--- src/hw/hsio_consts.svh ---
// Constants for the high-speed I/O channel block
`ifndef HSIO_CONSTS_SVH
`define HSIO_CONSTS_SVH
`define HSIO_CH_W 12
`define HSIO_MW_W 60
`define HSIO_WPM 3'h5
`define HSIO_LAST_IDX 3'h4
`define HSIO_ADDR_W 18
`define HSIO_BUF_LEN 18'h00100
`define HSIO_IN_START 18'h00000
`define HSIO_OUT_START 18'h00100
`define HSIO_RANKS 3
`endif

--- src/hw/hsio_pkg.sv ---
// Types for the high-speed I/O channel block
`include "hsio_consts.svh"
package hsio_pkg;
  typedef logic [`HSIO_CH_W-1:0] hsio_word_t;
  typedef logic [`HSIO_MW_W-1:0] hsio_mword_t;
  typedef logic [`HSIO_ADDR_W-1:0] hsio_addr_t;
  typedef enum logic [1:0] {
    HSIO_OUT_IDLE = 2'b00,
    HSIO_OUT_READ = 2'b01,
    HSIO_OUT_SEND = 2'b10
  } hsio_out_state_t;
endpackage : hsio_pkg

--- src/hw/hsio_thr_if.sv ---
// Threshold interface between channel control and threshold logic
interface hsio_thr_if;
  import hsio_pkg::*;
  logic step;
  logic restart;
  hsio_addr_t offset;
  logic irq;
  logic lockout;
  modport ctl (output step, output restart, output offset,
               input irq, input lockout);
  modport thr (input step, input restart, input offset,
               output irq, output lockout);
endinterface : hsio_thr_if

--- src/hw/hsio_thresh.sv ---
// Buffer threshold detector with interrupt lockout
`include "hsio_consts.svh"
module hsio_thresh
  import hsio_pkg::*;
#(
  parameter hsio_addr_t BUF_LEN = `HSIO_BUF_LEN
) (
  input wire logic sys_clk_in,
  input wire logic rst_n_in,
  input wire logic exit_in,
  input wire logic rec_in,
  hsio_thr_if.thr t
);
  // ----------------------------------------
  // Threshold detect
  // ----------------------------------------
  localparam hsio_addr_t HALF = BUF_LEN >> 1;
  logic pending;
  logic locked;
  wire at_half = t.step && (t.offset == HALF - 18'h00001);
  wire at_end = t.step && (t.offset == BUF_LEN - 18'h00001);
  wire hit = at_half || at_end || rec_in;
  assign t.irq = pending;
  assign t.lockout = locked;
  always_ff @(posedge sys_clk_in) begin
    if (!rst_n_in || t.restart) begin
      pending <= 1'b0;
      locked <= 1'b0;
    end else if (hit && pending) begin
      // Interrupt not yet served: hold it back and stop transfer
      locked <= 1'b1;
    end else if (hit) begin
      pending <= 1'b1;
    end else if (exit_in) begin
      pending <= 1'b0;
      locked <= 1'b0;
    end
  end
  property p_lock;
    @(posedge sys_clk_in) disable iff (!rst_n_in)
      (hit && pending && !t.restart) |=> locked;
  endproperty
  a_lock: assert property (p_lock) else $error("no lockout");
  property p_irq;
    @(posedge sys_clk_in) disable iff (!rst_n_in)
      (hit && !t.restart) |=> pending;
  endproperty
  a_irq: assert property (p_irq) else $error("no irq");
endmodule : hsio_thresh

--- src/hw/hsio_channel.sv ---
// High-speed channel: input packing and ranked output unpacking
// Function
// - Reset-input zeroes assembly counter and loads input buffer start address.
// - First received word goes to the top 12 bits of assembly register.
// - Input word and record pulses are used directly, not resynchronised.
// - Level resume held to processor while no memory write is pending and input is not locked out.
// - After five packed words, set the input write request flag.
// - While requesting, withhold resume and clear the assembly counter.
// - Words arriving while a write is pending are not processed.
// - On write accept: advance address, clear request, resume again.
// - Input raises interrupts on thresholds and record pulses.
// - Circular buffer; interrupt at midpoint and end.
// - Threshold before exit suppresses interrupt and locks transfer.
// - Record pulse zero-fills a partly assembled word before storing.
// - Output path has ranks A, B, C; processor resume not resynchronised.
// - Reset-output sets address to start and reads the first word.
// - First word clears counter, sends word and record, top 12 to A.
// - Record pulse is forwarded to the processor.
// - Word pulse loads rank A and is forwarded unless locked out.
// - Data moves A to B to C; C holds until processor acknowledges.
// - Staging acks channel control while room remains, without waiting.
// - Each ack: next word to A, word pulse, count up except on the fifth; address up on the top field only.
// - Three staged: withhold ack; processor ack shifts B to C and acks in the same cycle.
// - After fifth word enters A, request next memory word.
// - Once drained, output waits for memory to deliver the word.
// - Output raises buffer-threshold interrupts.
//
// Added by the designer: the address map of the two buffers.
`include "hsio_consts.svh"
module hsio_channel
  import hsio_pkg::*;
#(
  parameter hsio_addr_t IN_START = `HSIO_IN_START,
  parameter hsio_addr_t OUT_START = `HSIO_OUT_START,
  parameter hsio_addr_t BUF_LEN = `HSIO_BUF_LEN
) (
  input wire logic sys_clk_in,
  input wire logic rst_n_in,
  // Control instructions
  input wire logic in_reset_in,
  input wire logic out_reset_in,
  input wire logic in_exit_in,
  input wire logic out_exit_in,
  // Processor to memory path
  input wire logic pp_word_in,
  input wire logic pp_rec_in,
  input wire logic [11:0] pp_data_in,
  output logic pp_resume_out,
  // Memory to processor path
  output logic pp_oword_out,
  output logic pp_orec_out,
  output logic [11:0] pp_odata_out,
  input wire logic pp_oresume_in,
  // Central memory write port
  output logic cm_wreq_out,
  output logic [17:0] cm_waddr_out,
  output logic [59:0] cm_wdata_out,
  input wire logic cm_wack_in,
  // Central memory read port
  output logic cm_rreq_out,
  output logic [17:0] cm_raddr_out,
  input wire logic cm_rvalid_in,
  input wire logic [59:0] cm_rdata_in,
  // Interrupt requests and status
  output logic in_irq_out,
  output logic out_irq_out,
  output logic in_lock_out,
  output logic out_lock_out,
  output logic [17:0] in_addr_out,
  output logic [17:0] out_addr_out
);
  // ----------------------------------------
  // Field selection
  // ----------------------------------------
  function automatic hsio_word_t field(input hsio_mword_t w,
                                       input logic [2:0] i);
    field = w[59 - 12 * i -: 12];
  endfunction : field

  // ----------------------------------------
  // Input path
  // ----------------------------------------
  hsio_mword_t asm_reg;
  logic [2:0] asm_cnt;
  hsio_addr_t in_off;
  logic wreq;
  hsio_thr_if in_t();
  // Pulses are used raw; the processor runs on this clock
  wire in_take = pp_word_in && !wreq && !in_t.lockout;
  wire in_full = in_take && (asm_cnt == `HSIO_LAST_IDX);
  wire in_rec = pp_rec_in && !wreq;
  wire in_part = in_rec && (asm_cnt != 3'h0);
  wire in_step = wreq && cm_wack_in;
  wire hsio_mword_t asm_next = asm_reg |
    ({48'h0, pp_data_in} << (48 - 12 * asm_cnt));
  assign in_t.step = in_step;
  assign in_t.restart = in_reset_in;
  assign in_t.offset = in_off;
  always_ff @(posedge sys_clk_in) begin
    if (!rst_n_in || in_reset_in) begin
      cm_wdata_out <= '0;
      asm_reg <= '0;
      asm_cnt <= 3'h0;
      in_off <= 18'h00000;
      wreq <= 1'b0;
    end else if (in_step) begin
      wreq <= 1'b0;
      in_off <= (in_off == BUF_LEN - 18'h00001) ? 18'h00000
                : in_off + 18'h00001;
    end else if (in_full) begin
      cm_wdata_out <= asm_next;
      asm_reg <= '0;
      asm_cnt <= 3'h0;
      wreq <= 1'b1;
    end else if (in_part) begin
      // Unused fields are already zero, so the word is stored as is
      cm_wdata_out <= asm_reg;
      asm_reg <= '0;
      asm_cnt <= 3'h0;
      wreq <= 1'b1;
    end else if (in_take) begin
      asm_reg <= asm_next;
      asm_cnt <= asm_cnt + 3'h1;
    end
  end
  always_ff @(posedge sys_clk_in) begin
    if (!rst_n_in) begin
      pp_resume_out <= 1'b0;
    end else begin
      pp_resume_out <= !(wreq || in_full || in_part) && !in_t.lockout;
    end
  end
  hsio_thresh #(.BUF_LEN(BUF_LEN)) u_in_thr (
    .sys_clk_in(sys_clk_in),
    .rst_n_in(rst_n_in),
    .exit_in(in_exit_in),
    .rec_in(in_rec),
    .t(in_t)
  );

  // ----------------------------------------
  // Output channel control
  // ----------------------------------------
  hsio_out_state_t st;
  hsio_mword_t dis_reg;
  logic [2:0] dis_cnt;
  hsio_addr_t out_off;
  logic first;
  logic rreq;
  logic cc_word;
  logic cc_rec;
  hsio_word_t rank_a;
  hsio_word_t rank_b;
  hsio_word_t rank_c;
  logic va;
  logic vb;
  logic vc;
  hsio_thr_if out_t();
  wire c_take = vc && pp_oresume_in;
  // Room remains if the word ahead can still move on
  wire room = !(va && vb && vc) || c_take;
  wire stage_ack = cc_word && room && !out_t.lockout;
  // Address moves once per memory word, when its top field is staged
  wire out_adv = (st == HSIO_OUT_SEND) && stage_ack && (dis_cnt == 3'h0);
  assign out_t.step = out_adv;
  assign out_t.restart = out_reset_in;
  assign out_t.offset = out_off;
  always_ff @(posedge sys_clk_in) begin
    if (!rst_n_in || out_reset_in) begin
      st <= out_reset_in ? HSIO_OUT_READ : HSIO_OUT_IDLE;
      rreq <= out_reset_in;
      out_off <= 18'h00000;
      dis_reg <= '0;
      dis_cnt <= 3'h0;
      first <= 1'b1;
      cc_word <= 1'b0;
      cc_rec <= 1'b0;
    end else begin
      cc_rec <= 1'b0;
      if (stage_ack) begin
        cc_word <= 1'b0;
      end
      case (st)
        HSIO_OUT_IDLE: begin
        end
        HSIO_OUT_READ: begin
          if (cm_rvalid_in) begin
            rreq <= 1'b0;
            dis_reg <= cm_rdata_in;
            dis_cnt <= 3'h0;
            cc_word <= 1'b1;
            cc_rec <= first;
            st <= HSIO_OUT_SEND;
          end
        end
        HSIO_OUT_SEND: begin
          if (stage_ack && dis_cnt == `HSIO_LAST_IDX) begin
            rreq <= 1'b1;
            st <= HSIO_OUT_READ;
          end else if (stage_ack) begin
            dis_cnt <= dis_cnt + 3'h1;
            cc_word <= 1'b1;
          end
          if (stage_ack) begin
            first <= 1'b0;
          end
          if (out_adv) begin
            out_off <= (out_off == BUF_LEN - 18'h00001) ? 18'h00000
                       : out_off + 18'h00001;
          end
        end
        default: begin
          st <= HSIO_OUT_IDLE;
        end
      endcase
    end
  end
  hsio_thresh #(.BUF_LEN(BUF_LEN)) u_out_thr (
    .sys_clk_in(sys_clk_in),
    .rst_n_in(rst_n_in),
    .exit_in(out_exit_in),
    .rec_in(1'b0),
    .t(out_t)
  );

  // ----------------------------------------
  // Staging ranks
  // ----------------------------------------
  wire b_to_c = vb && (!vc || c_take);
  wire a_to_b = va && (!vb || b_to_c);
  always_ff @(posedge sys_clk_in) begin
    if (!rst_n_in || out_reset_in) begin
      va <= 1'b0;
      vb <= 1'b0;
      vc <= 1'b0;
      rank_a <= 12'h000;
      rank_b <= 12'h000;
      rank_c <= 12'h000;
    end else begin
      va <= stage_ack || (va && !a_to_b);
      if (stage_ack) begin
        rank_a <= field(dis_reg, dis_cnt);
      end
      vb <= a_to_b || (vb && !b_to_c);
      if (a_to_b) begin
        rank_b <= rank_a;
      end
      vc <= b_to_c || (vc && !c_take);
      if (b_to_c) begin
        rank_c <= rank_b;
      end else if (c_take) begin
        rank_c <= 12'h000;
      end
    end
  end

  // ----------------------------------------
  // Outputs
  // ----------------------------------------
  always_ff @(posedge sys_clk_in) begin
    if (!rst_n_in) begin
      pp_oword_out <= 1'b0;
      pp_orec_out <= 1'b0;
      pp_odata_out <= 12'h000;
      cm_wreq_out <= 1'b0;
      cm_waddr_out <= 18'h00000;
      cm_rreq_out <= 1'b0;
      cm_raddr_out <= 18'h00000;
      in_irq_out <= 1'b0;
      out_irq_out <= 1'b0;
      in_lock_out <= 1'b0;
      out_lock_out <= 1'b0;
      in_addr_out <= 18'h00000;
      out_addr_out <= 18'h00000;
    end else begin
      pp_oword_out <= stage_ack && !out_t.lockout;
      pp_orec_out <= cc_rec;
      pp_odata_out <= rank_c;
      cm_wreq_out <= wreq && !in_step;
      cm_waddr_out <= IN_START + in_off;
      cm_rreq_out <= rreq && !cm_rvalid_in;
      cm_raddr_out <= OUT_START + out_off;
      in_irq_out <= in_t.irq;
      out_irq_out <= out_t.irq;
      in_lock_out <= in_t.lockout;
      out_lock_out <= out_t.lockout;
      in_addr_out <= IN_START + in_off;
      out_addr_out <= OUT_START + out_off;
    end
  end

  // ----------------------------------------
  // Checks
  // ----------------------------------------
  property p_no_take;
    @(posedge sys_clk_in) disable iff (!rst_n_in)
      (wreq && pp_word_in && !cm_wack_in) |=> $stable(asm_cnt);
  endproperty
  a_no_take: assert property (p_no_take) else $error("word taken");
  property p_full;
    @(posedge sys_clk_in) disable iff (!rst_n_in || in_reset_in)
      in_full |=> (wreq && asm_cnt == 3'h0 && !pp_resume_out);
  endproperty
  a_full: assert property (p_full) else $error("no request");
  property p_accept;
    @(posedge sys_clk_in) disable iff (!rst_n_in || in_reset_in)
      in_step |=> !wreq ##1 (pp_resume_out || in_t.lockout);
  endproperty
  a_accept: assert property (p_accept) else $error("no resume");
  property p_hold_c;
    @(posedge sys_clk_in) disable iff (!rst_n_in || out_reset_in)
      (vc && !pp_oresume_in) |=> (vc && $stable(rank_c));
  endproperty
  a_hold_c: assert property (p_hold_c) else $error("C moved");
  property p_full_stall;
    @(posedge sys_clk_in) disable iff (!rst_n_in)
      (va && vb && vc && !pp_oresume_in) |-> !stage_ack;
  endproperty
  a_full_stall: assert property (p_full_stall) else $error("ack full");
  property p_next_read;
    @(posedge sys_clk_in) disable iff (!rst_n_in || out_reset_in)
      (stage_ack && dis_cnt == `HSIO_LAST_IDX) |=> rreq ##1 cm_rreq_out;
  endproperty
  a_next_read: assert property (p_next_read) else $error("no read");
  property p_rhold;
    @(posedge sys_clk_in) disable iff (!rst_n_in || out_reset_in)
      (rreq && !cm_rvalid_in) |=> rreq;
  endproperty
  a_rhold: assert property (p_rhold) else $error("read dropped");
  property p_lock_word;
    @(posedge sys_clk_in) disable iff (!rst_n_in)
      out_t.lockout |=> !pp_oword_out;
  endproperty
  a_lock_word: assert property (p_lock_word) else $error("word leak");
  property p_part;
    @(posedge sys_clk_in) disable iff (!rst_n_in || in_reset_in)
      in_part |=> (wreq && asm_cnt == 3'h0 && cm_wdata_out[11:0] == 12'h000);
  endproperty
  a_part: assert property (p_part) else $error("no fill");
  property p_rec_fwd;
    @(posedge sys_clk_in) disable iff (!rst_n_in)
      cc_rec |=> pp_orec_out;
  endproperty
  a_rec_fwd: assert property (p_rec_fwd) else $error("no record");
  property p_adv;
    @(posedge sys_clk_in) disable iff (!rst_n_in || out_reset_in)
      out_adv |=> (out_off != $past(out_off));
  endproperty
  a_adv: assert property (p_adv) else $error("no advance");
endmodule : hsio_channel

--- config.mk ---
export PLATFORM = sky130hd
export DESIGN_NAME = hsio_channel
export DESIGN_NICKNAME = d
export VERILOG_FILES = /design/src/hw/hsio_pkg.sv /design/src/hw/hsio_thr_if.sv /design/src/hw/hsio_thresh.sv /design/src/hw/hsio_channel.sv
export VERILOG_INCLUDE_DIRS = /design/src /design/src/hw
export SDC_FILE = /design/constraint.sdc
export NUM_CORES = 1
export LEC_CHECK = 0
export BUFFER_PORTS_ARGS = -buffer_cell sky130_fd_sc_hd__buf_2
export CORE_ASPECT_RATIO = 0.5
export CORE_MARGIN = 2
export CORE_UTILIZATION = 59
export CTS_BUF_LIST = sky130_fd_sc_hd__clkbuf_8
export DETAILED_ROUTE_END_ITERATION = 10
export PLACE_DENSITY_LB_ADDON = 0.1
export REMOVE_ABC_BUFFERS = 1
export SYNTH_ARGS = -nofsm -noshare
export SYNTH_HDL_FRONTEND = slang
export SYNTH_SLANG_ARGS = --single-unit
export TNS_END_PERCENT = 1
--- constraint.sdc ---
create_clock -name sys_clk_in -period 3.5 [get_ports sys_clk_in]
set_input_delay 0.35 -clock sys_clk_in [delete_from_list [all_inputs] [get_ports sys_clk_in]]
set_output_delay 0.35 -clock sys_clk_in [all_outputs]
set_load 0.03 [all_outputs]
==> results.cfg, run 1 <==
[run_status]
status = completed

[synth]
synth-edff-count = 3
synthAdderAreaFrac_pct = 1.80
synth-seq-cells = 329
synthSimpleGateAreaFrac_pct = 17.7
synthMuxAreaShare_pct = 6.24
ys.flop_type = dfxtp_1
synth.distinct_cells = 72
synthCells = 1688
syn_area_mm2 = 0.0147
synth-xor-area-share_pct = 3.65
async_reset_ff_share_pct = 0
ys_seq_area_share_pct = 44.9
synth.avg_cell_area_um2 = 8.74
yosysWarnings = 0
synth-compound-area-share_pct = 20.0
synth_top_family_by_area = compound AO/OA/AOI/OAI gates

[place]
hpwl_um = 25700
dp_cells = 2140
gp_congestion = 0.885
port_buffers = 235
pre_cts_ws_ps = -101

[sta]
min_period_over_period_pct = 95.5
timing.hold.ws_ps = 57.0
hold_viol = 0
slew_viol_final = 0
max_freq_ghz = 0.299
slew_headroom_pct = 18.9
rsz0062_at_grt = yes
layout_setup_ws_ps = 157
layout_min_cycle_time_ps = 3340
setup_violations = 0
skew_ps = 23.1
worstMarginPinSlew_ps = 1210

[grt]
grt_pass1_wl_um = 62800
overflow = 0
antenna_found_initial = 0
grt_max_degree = 118
track_usage_pct = 29.4
grt_pass1_vias = 12611

[final_layout]
layout_commonest_cell = dfxtp_1
synthToLayoutAreaGrowth_pct = 18.4
drive_gt1_share_pct = 20.9
multi_input_area_mm2 = 0.00735
filler_cell_count = 1861
nets = 2014
final-instance-count-excl-fill = 2282
area.sequential_mm2 = 0.00662
mostFrequentLayoutCells = 325 x dfxtp_1, 235 x buf_2, 222 x nand2_1

[die]
die_h_um = 116
core-area_mm2 = 0.0243
dieWidth_um = 228
start_util_pct = 60.8
ioPinCount = 236
std_cell_rows = 40
die_area_mm2 = 0.0264

[clock_network]
cts_tree = done
path_clk_slew_ps = 80
cts.htree.levels = 2
clock_latency_ps = 590
cts.path.max_buffers = 3
cts_buffers = 46
cts.sinks = 329
postCtsSetupBuffers = 0
cts_root_buffer = clkbuf_8

[worst_setup_path]
critical_path_required_ps = 4000
path_max_fanout = 27
crit_arrival_ps = 3840
critPathCaptureType = flip-flop
cp-start-kind = flip-flop
worst-setup-path-type = flip-flop to flip-flop

[drt]
drtPass1Iterations = 5
drt_wl_total_um = 39300
via_per_inst = 5.79
ant_nets = 0
wl_per_cell_um = 17.2
drt_iter0_markers = 985
num_vias = 13208
drc_errors = 0

[min_path]
hold_class = primary input to flip-flop

[pwr]
vdd.ir_drop.worst_mv = 0.290
p_total_uw = 7610
total_leakage_power_uw = 0.00676
power.density_mw_per_mm2 = 436

[run]
drv_cap = 0
[worst paths after layout]
check                           slack, ps  cells past startpoint            start          endpoint
worst max-delay path                  160                      9       asm_cnt[0]  cm_wdata_out[56]
worst min-delay path                   60                      3  cm_rdata_in[13]       dis_reg[13]
worst max register to register        160                      9       asm_cnt[0]  cm_wdata_out[56]
worst min register to register        450                      2      asm_reg[33]       asm_reg[33]
[area by class of cell]
class / instances / area share, %
diodes: 1 / 0.0143
clock buffers: 58 / 4.57
clock inverters: 24 / 0.760
inverters: 22 / 0.473
multi-input cells: 1181 / 42.1
flip-flops and latches: 329 / 37.9
well taps: 336 / 2.41
repair buffers: 331 / 11.8
[synthesized netlist by cell type (4+ instances only)]
library cell    n  area, um2
dfxtp_1       326       6530
nand2_1       222        833
a21oi_1       206       1030
nor2_1        142        533
clkbuf_1       93        349
o21ai_0        83        415
a31oi_1        69        432
and2_1         52        325
nand3_1        37        185
buf_4          36        270
xnor2_1        36        315
mux4_2         26        586
a22oi_1        23        173
inv_1          21       78.8
nor3_1         21        105
mux2i_1        20        200
ha_1           18        225
xor2_1         18        158
buf_2          15       75.1
a21o_1         12       90.1
mux2_2         12        135
nor2b_1        12       75.1
a22o_1         10       87.6
and3_1         10       62.6
nor4_1         10       62.6
o211ai_1       10       75.1
a211oi_1        9       67.6
buf_1           9       33.8
nand2b_1        9       56.3
nand4_1         9       56.3
a32oi_1         7       61.3
a41oi_1         7       61.3
and4_1          6       52.6
a221o_1         5       50.1
nor3b_1         5       37.5
o22ai_1         5       31.3
o2bb2ai_1       5       43.8
a211o_1         4       35.0
nand3b_1        4       30.0
nor4_4          4       85.1
[worst max-delay path, cell delays in order (launching register included)]
cell      delay, ps
dfxtp_1         340
buf_4           310
inv_1           240
ha_1            330
a21boi_1        310
xnor2_2         320
nor3_1          800
buf_4           310
a31oi_1         120
a21oi_1         180
[routing by layer]
| metal | track usage (%) | wire length [um] |
|---|---|---|
| met1 | 36.2 | 16600 |
| met2 | 52.7 | 19900 |
| met3 | 5.07 | 2000 |
| met4 | 10.2 | 851 |
| met5 | 0 | 0 |
[through the flow]
| step | util (%) | TNS, ps | cell area, um2 |
|---|---|---|---|
| 6_report | 71.9 | 0 | 17500 |
| 5_1_grt | 71.9 | -19.5 | 17500 |
| 4_1_cts | 71.9 | 0 | 17400 |
| 3_5_place_dp | 65.6 | -894 | 15900 |
| 3_3_place_gp | 65.6 | 0 | 15900 |
| 2_1_floorplan | - | -210000 | 14000 |
[cells by family after synthesis]
group,after synthesis
and+or+nand+nor,558
AOI/OAI and AO/OA,487
DFF,329
buffers and inverters,178
xor gates and xnor gates,58
muxes,58
adders and majority gates,20
[where the power goes]
part | internal (uW) | switching (uW)
Combinational | 279 | 475
Clock | 1570 | 1460
Sequential | 3800 | 33.3
Total | 5640 | 1970
[what timing repair did]
item | CTS | global route
endpoints found under the setup margin | 15 | 13
hold buffers | 59 | 0
endpoints found under the hold margin | 59 | 0
resized for setup | 1 | 2
pin swaps | 0 | 1
No activity file was read; power rests on OpenSTA's default activity.
==> run 2, diff against run 1 <==
- CORE_MARGIN: 2 -> unset
- PLACE_DENSITY: unset -> 0.81
- PLACE_DENSITY_LB_ADDON: 0.1 -> unset
==> results.cfg, run 2 (synthesis results as in run 1) <==
[final_layout]
fin_area_mm2 = 0.0174
synthToLayoutAreaGrowth_pct = 18.1
layout_commonest_cell = dfxtp_1
filler_cell_count = 1855
drive_gt1_share_pct = 21.4
nets = 2001
mostFrequentLayoutCells = 325 x dfxtp_1, 235 x buf_2, 221 x nand2_1

[grt]
grt_pass1_wl_um = 61700
grt_pass1_vias = 12196
met2_usage_pct = 49.1
grt_util_met3_pct = 5.44
grt.busiest_layer = met2
grt_max_degree = 63
track_usage_pct = 29.4
antenna_found_initial = 0
overflow = 0
met1_usage_pct = 38.8

[sta]
max_freq_ghz = 0.312
layout_min_cycle_time_ps = 3210
min_period_over_period_pct = 91.7
slew_viol_final = 0
slew_headroom_pct = 11.8
setup_violations = 0
layout_setup_ws_ps = 292
hold_viol = 0
skew_ps = 22.5
rsz0062_at_grt = no
timing.hold.ws_ps = 11.9
worstMarginPinSlew_ps = 1320

[die]
std_cell_rows = 40
dieWidth_um = 226
core-area_mm2 = 0.0243
ioPinCount = 236
die_h_um = 114
die_area_mm2 = 0.0257
start_util_pct = 60.8

[clock_network]
cts.sinks = 329
cts_buffers = 45
cts_root_buffer = clkbuf_8
ctsResizeCount = 0
path_clk_slew_ps = 70
cts.path.max_buffers = 3
clock_latency_ps = 600
hold_buffers = 45
cts_tree = done
postCtsSetupBuffers = 0
cts.htree.levels = 2

[drt]
wl_per_cell_um = 16.9
drt_wl_total_um = 38300
ant_nets = 0
drc_errors = 0
drt_iter0_markers = 1262
drtPass1Iterations = 6
num_vias = 13204
via_per_inst = 5.81

[worst_setup_path]
critPathCaptureType = flip-flop
path_max_fanout = 9
critical_path_required_ps = 4020
worst-setup-path-type = flip-flop to flip-flop
crit_arrival_ps = 3730
cp-start-kind = flip-flop

[place]
port_buffers = 235
hpwl_um = 24800
pre_cts_ws_ps = 376
placed_area_mm2 = 0.0159
gp_congestion = 0.941

[run_status]
status = completed

[pwr]
power.density_mw_per_mm2 = 451
vdd.ir_drop.worst_mv = 0.294
total_leakage_power_uw = 0.00674
p_total_uw = 7850

[min_path]
hold_class = primary input to flip-flop

[run]
drv_cap = 0
[run 2: path summary, 6_finish.rpt]
check	from	end	slack [ps]	cells after the start
setup / recovery	asm_cnt[1]	cm_wdata_out[59]	290	9
hold / removal	cm_rdata_in[24]	dis_reg[24]	10	3
setup reg to reg	asm_cnt[1]	cm_wdata_out[59]	290	9
hold reg to reg	rank_c[2]	pp_odata_out[2]	440	1
[run 2: power breakdown]
part           internal, uW  total, uW  switching (uW)
sequential             3800       3830            35.0
combinational           266        739             473
clock                  1790       3280            1480
[run 2: through the flow]
stage / util, % / cells / TNS (ps)
global placement: 65.6 / 2140 / 0
floorplan: - / 1532 / -210000
CTS: 71.7 / 2269 / 0
finish: 71.8 / 2272 / 0
global route: 71.8 / 2271 / 0
detailed placement: 65.6 / 2140 / 0
[run 2: routing by layer]
metal,routed length (um),up-vias,part of all wire [%]
li1,-,6381,-
met4,843,0,2.2
met5,0,-,0
met3,2350,82,6.1
met1,16700,6278,44
met2,18400,463,48
[run 2: critical path, cell delays in order (launching register included)]
cell and delay [ps]:
dfxtp_1 360, ha_1 230, fa_1 510, o21a_1 350
xnor2_2 180, buf_4 190, nor3_1 720, buf_4 300
a31oi_1 120, a21oi_1 190
[run 2: cell type report]
type / instances / area [um2] / share of cell area (%)
Multi-Input combinational cell: 1181 / 7340 / 42.1
Sequential cell: 329 / 6620 / 38.0
Timing Repair Buffer: 319 / 1920 / 11.0
Clock buffer: 61 / 840 / 4.82
Tap cell: 336 / 420 / 2.41
Clock inverter: 23 / 194 / 1.11
Inverter: 22 / 82.6 / 0.474
Antenna cell: 1 / 2.50 / 0.0144
==> run 3, diff against run 2 <==
- CORE_ASPECT_RATIO: 0.5 -> 1.5
==> results.cfg, run 3 (synthesis results as in run 1) <==
[pwr]
total_leakage_power_uw = 0.00683
power.density_mw_per_mm2 = 440
p_int_uw = 5770
p_clk_share_pct = 40.5
seq_power_share_pct = 49.6
p_sw_uw = 1960
pwr-share-comb_pct = 9.9
vdd.ir_drop.worst_mv = 0.311
p_sw_share_pct = 25.4

[final_layout]
area.sequential_mm2 = 0.00662
multi_input_area_mm2 = 0.00734
fin_area_mm2 = 0.0176
mostFrequentLayoutCells = 325 x dfxtp_1, 235 x buf_2, 221 x nand2_1
synthToLayoutAreaGrowth_pct = 19.1
nets = 2026
post-route-util_pct = 71.9
layout_commonest_cell = dfxtp_1
antenna_cells = 0
drive_gt1_share_pct = 21.5
filler_cell_count = 1893

[drt]
num_vias = 13295
drt_wl_total_um = 40100
drt_iter0_markers = 735
wl_per_cell_um = 17.6
ant_nets = 0
drtPass1Iterations = 5
drc_errors = 0
via_per_inst = 5.83

[worst_setup_path]
crit_arrival_ps = 3780
worst-setup-path-type = flip-flop to flip-flop
cp-start-kind = flip-flop
critPathCaptureType = flip-flop
path_max_fanout = 9
critical_path_required_ps = 4010

[die]
start_util_pct = 60.4
core-area_mm2 = 0.0244
std_cell_rows = 70
die_area_mm2 = 0.0256
dieWidth_um = 131
die_h_um = 196
ioPinCount = 236

[sta]
max_freq_ghz = 0.305
min_period_over_period_pct = 93.6
setup_violations = 0
worstMarginPinSlew_ps = 1180
layout_setup_ws_ps = 225
slew_headroom_pct = 21.0
rsz0062_at_grt = no
slew_viol_final = 0
skew_ps = 21.4
layout_min_cycle_time_ps = 3280
hold_viol = 0

[clock_network]
postCtsSetupBuffers = 0
cts_buffers = 48
cts_root_buffer = clkbuf_8
cts_tree = done
path_clk_slew_ps = 70
hold_buffers = 62
cts.htree.levels = 2
ctsResizeCount = 0
cts.sinks = 329
clock_latency_ps = 590
cts.path.max_buffers = 3

[grt]
track_usage_pct = 31.8
overflow = 0
grt_max_degree = 72
grt_pass1_wl_um = 64600
grt_pass1_vias = 12953
antenna_found_initial = 0

[place]
placed_area_mm2 = 0.0160
pre_cts_ws_ps = 285
port_buffers = 235
hpwl_um = 27700
gp_congestion = 1.00

[run]
drv_cap = 0

[min_path]
hold_class = primary input to flip-flop

[run_status]
status = completed
-- run 3: layer usage --
metal  GRT usage [%]  vias to the layer above  wire length [um]
met1            34.6                     6315             15200
li1                -                     6425                 -
met2            57.8                      429             21100
met5               0                        -                 0
met4            17.2                        0              1940
met3            4.85                      126              1840
-- run 3: cell type report --
| type | instances | area share, % |
|---|---|---|
| clock buffer | 63 | 4.94 |
| clock inverter | 22 | 0.741 |
| tap | 324 | 2.31 |
| multi-input combinational | 1181 | 41.8 |
| inverter | 22 | 0.470 |
| sequential | 329 | 37.7 |
| timing repair buffer | 341 | 12.1 |
-- run 3: stage by stage --
| step | hold slack, ps | power (uW) | instances | TNS, ps |
|---|---|---|---|---|
| after floorplan | 412 | 4350 | 1532 | -210000 |
| after global placement | 434 | 4600 | 2135 | 0 |
| after detailed placement | 442 | 4610 | 2135 | 0 |
| after CTS | 25.8 | 7780 | 2282 | 0 |
| after global routing | 45.4 | 8030 | 2282 | 0 |
| final | 65.2 | 7730 | 2282 | 0 |
-- run 3: path summary, 6_finish.rpt --
path	startpoint	to	slack, ps	cells after the start
max	asm_cnt[1]	cm_wdata_out[37]	220	8
max reg2reg	asm_cnt[1]	cm_wdata_out[37]	220	8
min reg2reg	cc_rec	pp_orec_out	450	1
min	in_reset_in	wreq	70	3
-- run 3: power by group through the flow --
stage / clock network [uW] / registers (uW) / logic [uW]
5_1_grt: 3360 / 3840 / 830
2_1_floorplan: 0 / 3960 / 394
4_1_cts: 3200 / 3830 / 752
3_5_place_dp: 0 / 3920 / 697
6_report: 3130 / 3830 / 767
3_3_place_gp: 0 / 3910 / 690
-- run 3: worst max-delay path: stages, from the launching register on --
cell	delay [ps]
dfxtp_1	430
ha_1	220
fa_1	440
o21a_1	240
xnor2_1	760
buf_4	280
or2b_1	350
a211o_1	310
a31oi_1	160
